`config.mk`:
```
export PLATFORM = sky130hd
export DESIGN_NAME = pcs_sequencer
export DESIGN_NICKNAME = d
export VERILOG_FILES = /design/src/rtl/pcs_pkg.sv /design/src/rtl/pcs_sequencer.sv
export SDC_FILE = /design/constraint.sdc
export NUM_CORES = 1
export LEC_CHECK = 0
export CAP_MARGIN = 15
export CELL_PAD_IN_SITES_DETAIL_PLACEMENT = 0
export CELL_PAD_IN_SITES_GLOBAL_PLACEMENT = 1
export CORE_ASPECT_RATIO = 0.75
export CORE_MARGIN = 10
export CORE_UTILIZATION = 50
export DETAILED_ROUTE_END_ITERATION = 8
export DONT_BUFFER_PORTS = 1
export PLACE_DENSITY_LB_ADDON = 0.1
export SETUP_SLACK_MARGIN = 0.2
export SLEW_MARGIN = 20
export SYNTH_ARGS = -nofsm -noshare
export SYNTH_HDL_FRONTEND = slang
export SYNTH_SLANG_ARGS = --single-unit
```
`constraint.sdc`:
```
create_clock -name i_mclk -period 8.3 [get_ports i_mclk]
set_clock_uncertainty 0.1 [all_clocks]
set_input_delay 1.66 -clock i_mclk [delete_from_list [all_inputs] [get_ports i_mclk]]
set_output_delay 1.66 -clock i_mclk [all_outputs]
set_load 0.02 [all_outputs]
```
`src/rtl/pcs_pkg.sv`:
```
// Constants, register map and carrier types of the program counter sequencer
package pcs_pkg;
	localparam int PC_WIDTH = 13;
	localparam int WORD_WIDTH = 16;
	localparam int PHASES = 4;
	localparam int STACK_DEPTH = 16;
	localparam int IRQ_COUNT = 6;
	localparam int SST_CYCLES = 1024;
	localparam logic [PC_WIDTH-1:0] RESET_VECTOR = 13'h0000;
	// Interrupt vectors, lowest address first, so index order is priority order
	localparam logic [PC_WIDTH-1:0] IRQ_VECTOR [IRQ_COUNT] = '{
		13'h0004, 13'h0008, 13'h000C, 13'h0010, 13'h0014, 13'h0018};
	// Source bit positions in status and mask registers
	localparam int IRQ_EXT_A = 0;
	localparam int IRQ_EXT_B = 1;
	localparam int IRQ_TMR0 = 2;
	localparam int IRQ_TMR1 = 3;
	localparam int IRQ_TBASE = 4;
	localparam int IRQ_RTC = 5;
	// Avalon register byte offsets
	localparam int ADDR_WIDTH = 8;
	localparam logic [ADDR_WIDTH-1:0] REG_PCL = 8'h00;
	localparam logic [ADDR_WIDTH-1:0] REG_PC = 8'h04;
	localparam logic [ADDR_WIDTH-1:0] REG_IRQ_STATUS = 8'h08;
	localparam logic [ADDR_WIDTH-1:0] REG_IRQ_MASK = 8'h0C;
	localparam logic [ADDR_WIDTH-1:0] REG_CTRL = 8'h10;
	localparam logic [ADDR_WIDTH-1:0] REG_STACK = 8'h14;
	localparam int CTRL_GIE_BIT = 0;
	localparam logic [IRQ_COUNT-1:0] IRQ_MASK_RESET = 6'h00;
	localparam logic CTRL_GIE_RESET = 1'b0;

	// Flow operation reported by the decoder for the executing word
	typedef enum logic [2:0] {
		FLOW_NONE,
		FLOW_SKIP,
		FLOW_JUMP,
		FLOW_CALL,
		FLOW_RET,
		FLOW_RETI,
		FLOW_PCL,
		FLOW_HALT
	} pcs_flow_op_type;

	typedef struct packed {
		pcs_flow_op_type op;
		logic cond;
		logic [PC_WIDTH-1:0] target;
	} pcs_flow_type;

	typedef struct packed {
		logic read;
		logic write;
		logic [ADDR_WIDTH-1:0] address;
		logic [31:0] writedata;
		logic [3:0] byteenable;
	} pcs_avm_req_type;

	typedef struct packed {
		logic ext_a;
		logic ext_b;
		logic tmr0_ovf;
		logic tmr1_ovf;
		logic tbase;
		logic rtc;
	} pcs_events_type;
endpackage : pcs_pkg

```
`src/rtl/pcs_sequencer.sv`:
```
// Program counter sequencer: fetch/execute pipeline, stack, vectors, registers
//
// The Avalon-MM register port and the register offsets were decided locally.
`timescale 1ns/10ps
module pcs_sequencer
	import pcs_pkg::*;
#(
	parameter int SST_COUNT = SST_CYCLES
) (
	input wire logic i_mclk,
	input wire logic i_resetn,
	input wire logic i_ext_irq_a,
	input wire logic i_ext_irq_b,
	input wire logic i_tmr0_ovf,
	input wire logic i_tmr1_ovf,
	input wire logic i_tbase,
	input wire logic i_rtc,
	input wire logic [WORD_WIDTH-1:0] i_pm_data,
	input wire pcs_flow_type i_flow,
	input wire pcs_avm_req_type i_avm,
	output logic [PC_WIDTH-1:0] o_pm_addr,
	output logic [1:0] o_phase,
	output logic [WORD_WIDTH-1:0] o_exec_word,
	output logic o_exec_valid,
	output logic o_running,
	output logic o_irq,
	output logic o_waitrequest,
	output logic [31:0] o_readdata
);
	if (SST_COUNT < 2 || SST_COUNT > 65535) begin : g_sst_range
		$error("SST_COUNT out of range");
	end

	typedef enum logic [1:0] {
		ST_STARTUP,
		ST_RUN,
		ST_HALT
	} pcs_state_type;

	pcs_state_type state;
	logic [15:0] sst_cnt;
	logic [1:0] phase;
	logic [PC_WIDTH-1:0] pc;
	logic [WORD_WIDTH-1:0] exec_word;
	logic exec_valid;
	logic [PC_WIDTH-1:0] stack_mem [STACK_DEPTH];
	logic [3:0] return_stack_index;
	logic [4:0] stack_count;
	logic [IRQ_COUNT-1:0] irq_status;
	logic [IRQ_COUNT-1:0] irq_mask;
	logic gie;
	logic pcl_pend;
	logic [7:0] pcl_data;
	logic [1:0] sync_a;
	logic [1:0] sync_b;
	logic prev_a;
	logic prev_b;
	logic [IRQ_COUNT-1:0] events;
	logic boundary;
	logic stack_full;
	logic [PC_WIDTH-1:0] stack_top;
	logic [PC_WIDTH-1:0] next_pc;
	logic flush;
	logic push;
	logic pop;
	logic take_irq;
	logic halt_req;
	logic gie_set;
	logic [IRQ_COUNT-1:0] pending;
	logic [IRQ_COUNT-1:0] ack_bit;
	logic [2:0] irq_sel;
	logic irq_any;
	logic bus_acc;
	logic bus_wr;

	assign o_pm_addr = pc;
	assign o_phase = phase;
	assign o_exec_word = exec_word;
	assign o_exec_valid = exec_valid;
	assign boundary = (state == ST_RUN) && (phase == 2'(PHASES - 1));
	assign stack_full = (stack_count == 5'(STACK_DEPTH));
	assign stack_top = stack_mem[4'(return_stack_index - 4'h1)];
	assign bus_acc = (i_avm.read || i_avm.write) && !o_waitrequest;
	assign bus_wr = bus_acc && i_avm.write && i_avm.byteenable[0];

	////////////////////////////////////////////////////////////////////////////
	// Pin synchronisers, then rising edge detect on the settled copy
	always_ff @(posedge i_mclk) begin
		if (!i_resetn) begin
			sync_a <= 2'h0;
			sync_b <= 2'h0;
			prev_a <= 1'b0;
			prev_b <= 1'b0;
		end else begin
			sync_a <= {sync_a[0], i_ext_irq_a};
			sync_b <= {sync_b[0], i_ext_irq_b};
			prev_a <= sync_a[1];
			prev_b <= sync_b[1];
		end
	end

	// Event vector in priority order
	always_comb begin
		events = '0;
		events[IRQ_EXT_A] = sync_a[1] && !prev_a;
		events[IRQ_EXT_B] = sync_b[1] && !prev_b;
		events[IRQ_TMR0] = i_tmr0_ovf;
		events[IRQ_TMR1] = i_tmr1_ovf;
		events[IRQ_TBASE] = i_tbase;
		events[IRQ_RTC] = i_rtc;
	end

	always_comb begin
		pending = irq_status & irq_mask;
		irq_sel = 3'h0;
		irq_any = 1'b0;
		for (int i = IRQ_COUNT - 1; i >= 0; i--) begin
			if (pending[i]) begin
				irq_sel = 3'(i);
				irq_any = 1'b1;
			end
		end
	end

	////////////////////////////////////////////////////////////////////////////
	// Next counter value decided at the last phase of each cycle
	always_comb begin
		next_pc = PC_WIDTH'(pc + 13'h0001);
		flush = 1'b0;
		push = 1'b0;
		pop = 1'b0;
		take_irq = 1'b0;
		halt_req = 1'b0;
		gie_set = 1'b0;
		if (exec_valid) begin
			unique case (i_flow.op)
				FLOW_NONE: begin
				end
				FLOW_SKIP: begin
					flush = i_flow.cond;
				end
				FLOW_JUMP: begin
					next_pc = i_flow.target;
					flush = 1'b1;
				end
				FLOW_CALL: begin
					next_pc = i_flow.target;
					push = 1'b1;
					flush = 1'b1;
				end
				FLOW_RET, FLOW_RETI: begin
					next_pc = stack_top;
					pop = 1'b1;
					flush = 1'b1;
					gie_set = (i_flow.op == FLOW_RETI);
				end
				FLOW_PCL: begin
					next_pc = {pc[PC_WIDTH-1:8], i_flow.target[7:0]};
					flush = 1'b1;
				end
				FLOW_HALT: begin
					halt_req = 1'b1;
					next_pc = pc; // Prefetched word is fetched again after wake
				end
			endcase
		end
		if (!flush && !halt_req && pcl_pend) begin
			next_pc = {pc[PC_WIDTH-1:8], pcl_data};
			flush = 1'b1;
		end
		if (!flush && !halt_req && gie && irq_any && !stack_full) begin
			next_pc = IRQ_VECTOR[irq_sel];
			push = 1'b1;
			flush = 1'b1;
			take_irq = 1'b1;
		end
	end

	////////////////////////////////////////////////////////////////////////////
	// Run state and start-up hold
	always_ff @(posedge i_mclk) begin
		if (!i_resetn) begin
			state <= ST_STARTUP;
			sst_cnt <= 16'(SST_COUNT);
			o_running <= 1'b0;
		end else begin
			unique case (state)
				ST_STARTUP: begin
					sst_cnt <= 16'(sst_cnt - 16'h0001);
					if (sst_cnt == 16'h0001) begin
						state <= ST_RUN;
						o_running <= 1'b1;
					end
				end
				ST_RUN: begin
					if (boundary && halt_req) begin
						state <= ST_HALT;
						o_running <= 1'b0;
					end
				end
				// Any unmasked request wakes, then the full hold again
				ST_HALT: begin
					if (|pending) begin
						state <= ST_STARTUP;
						sst_cnt <= 16'(SST_COUNT);
					end
				end
			endcase
		end
	end

	// four phases per instruction cycle; parked at zero outside run
	always_ff @(posedge i_mclk) begin
		phase <= (!i_resetn || state != ST_RUN) ? 2'h0 : 2'(phase + 2'h1);
	end

	////////////////////////////////////////////////////////////////////////////
	// fetch and execute overlap
	always_ff @(posedge i_mclk) begin
		if (!i_resetn) begin
			pc <= RESET_VECTOR;
			exec_word <= 16'h0000;
			exec_valid <= 1'b0;
		end else if (state != ST_RUN) begin
			exec_valid <= 1'b0;
		end else if (boundary) begin
			pc <= next_pc;
			exec_word <= i_pm_data;
			// flushed slot becomes a dummy cycle
			exec_valid <= !flush && !halt_req;
		end
	end

	always_ff @(posedge i_mclk) begin
		if (!i_resetn) begin
			return_stack_index <= 4'h0;
			stack_count <= 5'h00;
		end else if (boundary && push) begin
			stack_mem[return_stack_index] <= pc;
			return_stack_index <= 4'(return_stack_index + 4'h1);
			if (!stack_full) begin
				stack_count <= 5'(stack_count + 5'h01);
			end
		end else if (boundary && pop && stack_count != 5'h00) begin
			return_stack_index <= 4'(return_stack_index - 4'h1);
			stack_count <= 5'(stack_count - 5'h01);
		end
	end

	////////////////////////////////////////////////////////////////////////////
	// Sticky request flags; a new event beats both clears
	assign ack_bit = ({IRQ_COUNT{boundary && take_irq}} & (IRQ_COUNT'(1) << irq_sel))
		| ({IRQ_COUNT{bus_wr && i_avm.address == REG_IRQ_STATUS}}
		& i_avm.writedata[IRQ_COUNT-1:0]);
	always_ff @(posedge i_mclk) begin
		if (!i_resetn) begin
			irq_status <= '0;
		end else begin
			irq_status <= (irq_status & ~ack_bit) | events;
		end
	end

	// Mask, global enable, pending low byte write
	always_ff @(posedge i_mclk) begin
		if (!i_resetn) begin
			irq_mask <= IRQ_MASK_RESET;
			gie <= CTRL_GIE_RESET;
			pcl_pend <= 1'b0;
			pcl_data <= 8'h00;
		end else begin
			if (bus_wr && i_avm.address == REG_IRQ_MASK) begin
				irq_mask <= i_avm.writedata[IRQ_COUNT-1:0];
			end
			// Acknowledge closes the gate until the handler returns
			if (boundary && take_irq) begin
				gie <= 1'b0;
			end else if (boundary && gie_set) begin
				gie <= 1'b1;
			end else if (bus_wr && i_avm.address == REG_CTRL) begin
				gie <= i_avm.writedata[CTRL_GIE_BIT];
			end
			// software short jump waits for the cycle boundary
			if (bus_wr && i_avm.address == REG_PCL) begin
				pcl_pend <= 1'b1;
				pcl_data <= i_avm.writedata[7:0];
			end else if (boundary && flush && (!exec_valid || i_flow.op == FLOW_NONE
				|| (i_flow.op == FLOW_SKIP && !i_flow.cond))) begin
				pcl_pend <= 1'b0;
			end
		end
	end

	// Level interrupt from unmasked flags, one clock behind them
	always_ff @(posedge i_mclk) begin
		o_irq <= i_resetn && (|pending);
	end

	////////////////////////////////////////////////////////////////////////////
	// Avalon slave: one wait cycle, then accept; unmapped reads as zero
	always_ff @(posedge i_mclk) begin
		if (!i_resetn) begin
			o_waitrequest <= 1'b1;
			o_readdata <= 32'h00000000;
		end else if (!o_waitrequest) begin
			o_waitrequest <= 1'b1;
		end else if (i_avm.read || i_avm.write) begin
			o_waitrequest <= 1'b0;
			o_readdata <= 32'h00000000;
			if (i_avm.read) begin
				unique case (i_avm.address)
					REG_PCL: o_readdata[7:0] <= pc[7:0];
					REG_PC: o_readdata[PC_WIDTH-1:0] <= pc;
					REG_IRQ_STATUS: o_readdata[IRQ_COUNT-1:0] <= irq_status;
					REG_IRQ_MASK: o_readdata[IRQ_COUNT-1:0] <= irq_mask;
					REG_CTRL: o_readdata[CTRL_GIE_BIT] <= gie;
					REG_STACK: o_readdata[4:0] <= stack_count;
					default: o_readdata <= 32'h00000000;
				endcase
			end
		end
	end
endmodule : pcs_sequencer

```
==> flow_metrics.tcl <==
set metrics [dict create \
    status "finished clean" \
    cts_setup_buffers 0 \
    fin_nets 1185 \
    cts_tree "built" \
    p_per_area_nw_per_um2 216 \
    multi_input_area_um2 5020 \
    maxSlewHeadroom 0.278 \
    required_ps 8450 \
    start_util 0.508 \
    grt_max_degree 50 \
    grt_util_all_layers 0.199 \
    clk-insertion-delay-late_ps 550 \
    antenna_found_initial 2 \
    vias 8690 \
    clkTransAtPathRegs_ps 60 \
    setup_violations 0 \
    final_cell_count_no_fill 1452 \
    fin_ws_ps 4050 \
    cts_repair_resize_count 0 \
    pwr-share-seq 0.525 \
    dp.cells 1394 \
    hold_viol 0 \
    pwr-share-clk 0.408 \
    swShare 0.227 \
    synthCells 1072 \
    drtPass1Iterations 5 \
    syn-cell-area_um2 13700 \
    p_leak_nw 5.01 \
    fin_crit_ps 4250 \
    synth_area_per_cell_um2 12.8 \
    synth_warnings 0 \
    timing.fmax_ghz 0.235 \
    critPathMaxFanout 8 \
    synth_edf_count 208 \
    port_buffers 0 \
    p_int_mw 2.51 \
    place_area_um2 14100 \
    post-place-ws_ps 3490 \
    h-tree-depth 1 \
    num_rows 52 \
    fillers 2232 \
    dieArea_um2 34600 \
    p_comb_frac 0.066 \
    grt_pass1_vias 8429 \
    dp_hpwl_mm 23.7 \
    yosys.cell_types.count 79 \
    rsz0062_at_grt "no" \
    crit_arrival_ps 4410 \
    crit_type "primary input to flop" \
    final_core_utilization 0.557 \
    numCtsBuffers 31 \
    cts_sinks 311 \
    maxCapViolCount 0 \
    tns_ps 0 \
    worst_slew_pin_slew_ps 1080 \
    fin_area_um2 15000 \
    finalCritPeriodShare 0.513 \
    die_w_um 211 \
    dr.first_iter.drc_count 822 \
    grt_overflow_total 0 \
    cts_root_buffer "clkbuf_16" \
    die_h_um 164 \
    synthArstFlopShare 0 \
    p_sw_uw 735 \
    maxSlewViolCount 0 \
    ios 154 \
    ir_worst_vdd_v 0.000223 \
    ant_nets 0 \
    yosysSeqAreaShare 0.605 \
    ctsHoldBuffers 0 \
    seq_area_um2 8310 \
    drive_above_1_share 0.146 \
    routed_wirelength_mm 34.6 \
    yosys_register_bits 311 \
    wl_per_cell_um 23.9 \
    drc_errors 0 \
    grt_pass1_wl_mm 53.0 \
    via_per_inst 5.98 \
    clock_path_buffers 3 \
    synth_flop_cell "edfxtp_1" \
    total_power_mw 3.24 \
    core_um2 27000 \
    syn_to_final_growth_pct 9.47 \
    whs_ps 308 \
    gp_congestion 0.823 \
    start_kind "primary input" \
    hold_path.class "flop to flop" \
    critPathCaptureType "flop" \
]
## cells by family after synthesis
logic type | after synthesis | share of synthesized area
xor gates and xnor gates | 24 | 0.0159
other | 1 | 0.000273
buffers and inverters | 100 | 0.0370
and+or+nand+nor | 334 | 0.117
adders and majority gates | 22 | 0.0206
muxes | 76 | 0.105
DFF | 311 | 0.605
AOI/OAI and AO/OA | 204 | 0.0996
## Yosys cell counts, types with 6 or more instances
master / count / share of area
a211oi_1: 16 / 0.0087
nor3_1: 24 / 0.0087
o31ai_1: 6 / 0.0033
nand3_1: 33 / 0.012
inv_1: 27 / 0.0074
o21ai_0: 25 / 0.0091
xor2_1: 13 / 0.0083
a22oi_1: 10 / 0.0055
o211ai_1: 10 / 0.0055
mux2i_1: 21 / 0.015
o21a_1: 9 / 0.0049
nor2_1: 70 / 0.019
xnor2_1: 10 / 0.0064
dfxtp_1: 103 / 0.15
a31oi_1: 7 / 0.0032
o21ai_1: 14 / 0.0051
edfxtp_1: 208 / 0.45
nand2_1: 134 / 0.037
mux4_2: 54 / 0.089
clkbuf_1: 32 / 0.0087
a21oi_1: 54 / 0.020
buf_4: 22 / 0.012
and3_1: 11 / 0.0050
and2_1: 14 / 0.0064
ha_1: 21 / 0.019
buf_2: 12 / 0.0044
o2111ai_1: 6 / 0.0038
## layer usage
metal | GRT usage | up-vias | share of wire
met2 | 0.285 | 255 | 0.42
met5 | 0 | - | 0.00038
met4 | 0.0368 | 2 | 0.013
met3 | 0.0599 | 34 | 0.089
li1 | - | 4033 | -
met1 | 0.296 | 4366 | 0.48
## final cells by class
cell class,instances,share of cell area
Clock buffer,47,0.0606
Multi-Input combinational cell,679,0.334
Clock inverter,10,0.00350
Antenna cell,1,0.000167
Inverter,29,0.00724
Tap cell,351,0.0292
Timing Repair Buffer,24,0.0120
Sequential cell,311,0.553
## layout by cell type (no fill, tap or decap), types with 11 or more instances in the layout
master     count
a211oi_1      16
a21oi_1       54
and2_1        14
and3_1        11
buf_4         24
clkbuf_16     32
conb_1        19
dfxtp_1      101
edfxtp_1     208
ha_1          20
inv_1         26
mux2i_1       21
mux4_2        54
nand2_1      134
nand3_1       33
nor2_1        66
nor3_1        19
o21ai_0       24
o21ai_1       14
xor2_1        13
## worst paths after layout
check / start / endpoint / slack, ps / cells past startpoint
hold reg to reg: prev_a$_SDFF_PN0_ / irq_status[0]$_SDFF_PN0_ / 310 / 1
setup / recovery: i_flow[13] / stack_mem[14][5]$_DFFE_PP_ / 4050 / 8
setup reg to reg: o_phase[0]$_SDFF_PP0_ / stack_mem[14][5]$_DFFE_PP_ / 4150 / 8
hold / removal: prev_a$_SDFF_PN0_ / irq_status[0]$_SDFF_PN0_ / 310 / 1
## power by group through the flow
stage | clock, mW | combinational, mW | sequential [mW]
6_report | 1.32 | 0.215 | 1.70
3_5_place_dp | 0 | 0.215 | 1.74
3_3_place_gp | 0 | 0.214 | 1.74
4_1_cts | 1.35 | 0.216 | 1.70
5_1_grt | 1.42 | 0.247 | 1.71
2_1_floorplan | 0 | 0.193 | 1.73
## flip-flops by register name (all words and copies together), names as in the netlist, 2 cells and up
| register | cells |
|---|---|
| o_readdata | 13 |
| stack_count | 5 |
| irq_status | 6 |
| state | 2 |
| irq_mask | 6 |
| return_stack_index | 4 |
| sst_cnt | 16 |
| pcl_data | 8 |
| sync_a | 2 |
| o_exec_word | 16 |
| stack_mem | 208 |
| sync_b | 2 |
| o_pm_addr | 13 |
| o_phase | 2 |
## worst max-delay path, stage by stage
cell	delay [ps]
a2111o_1	400
o211a_2	170
nor4_2	500
nor2_1	270
inv_2	220
nand3_1	200
nor2_1	670
buf_4	310
Power figures use the tool's default switching activity.
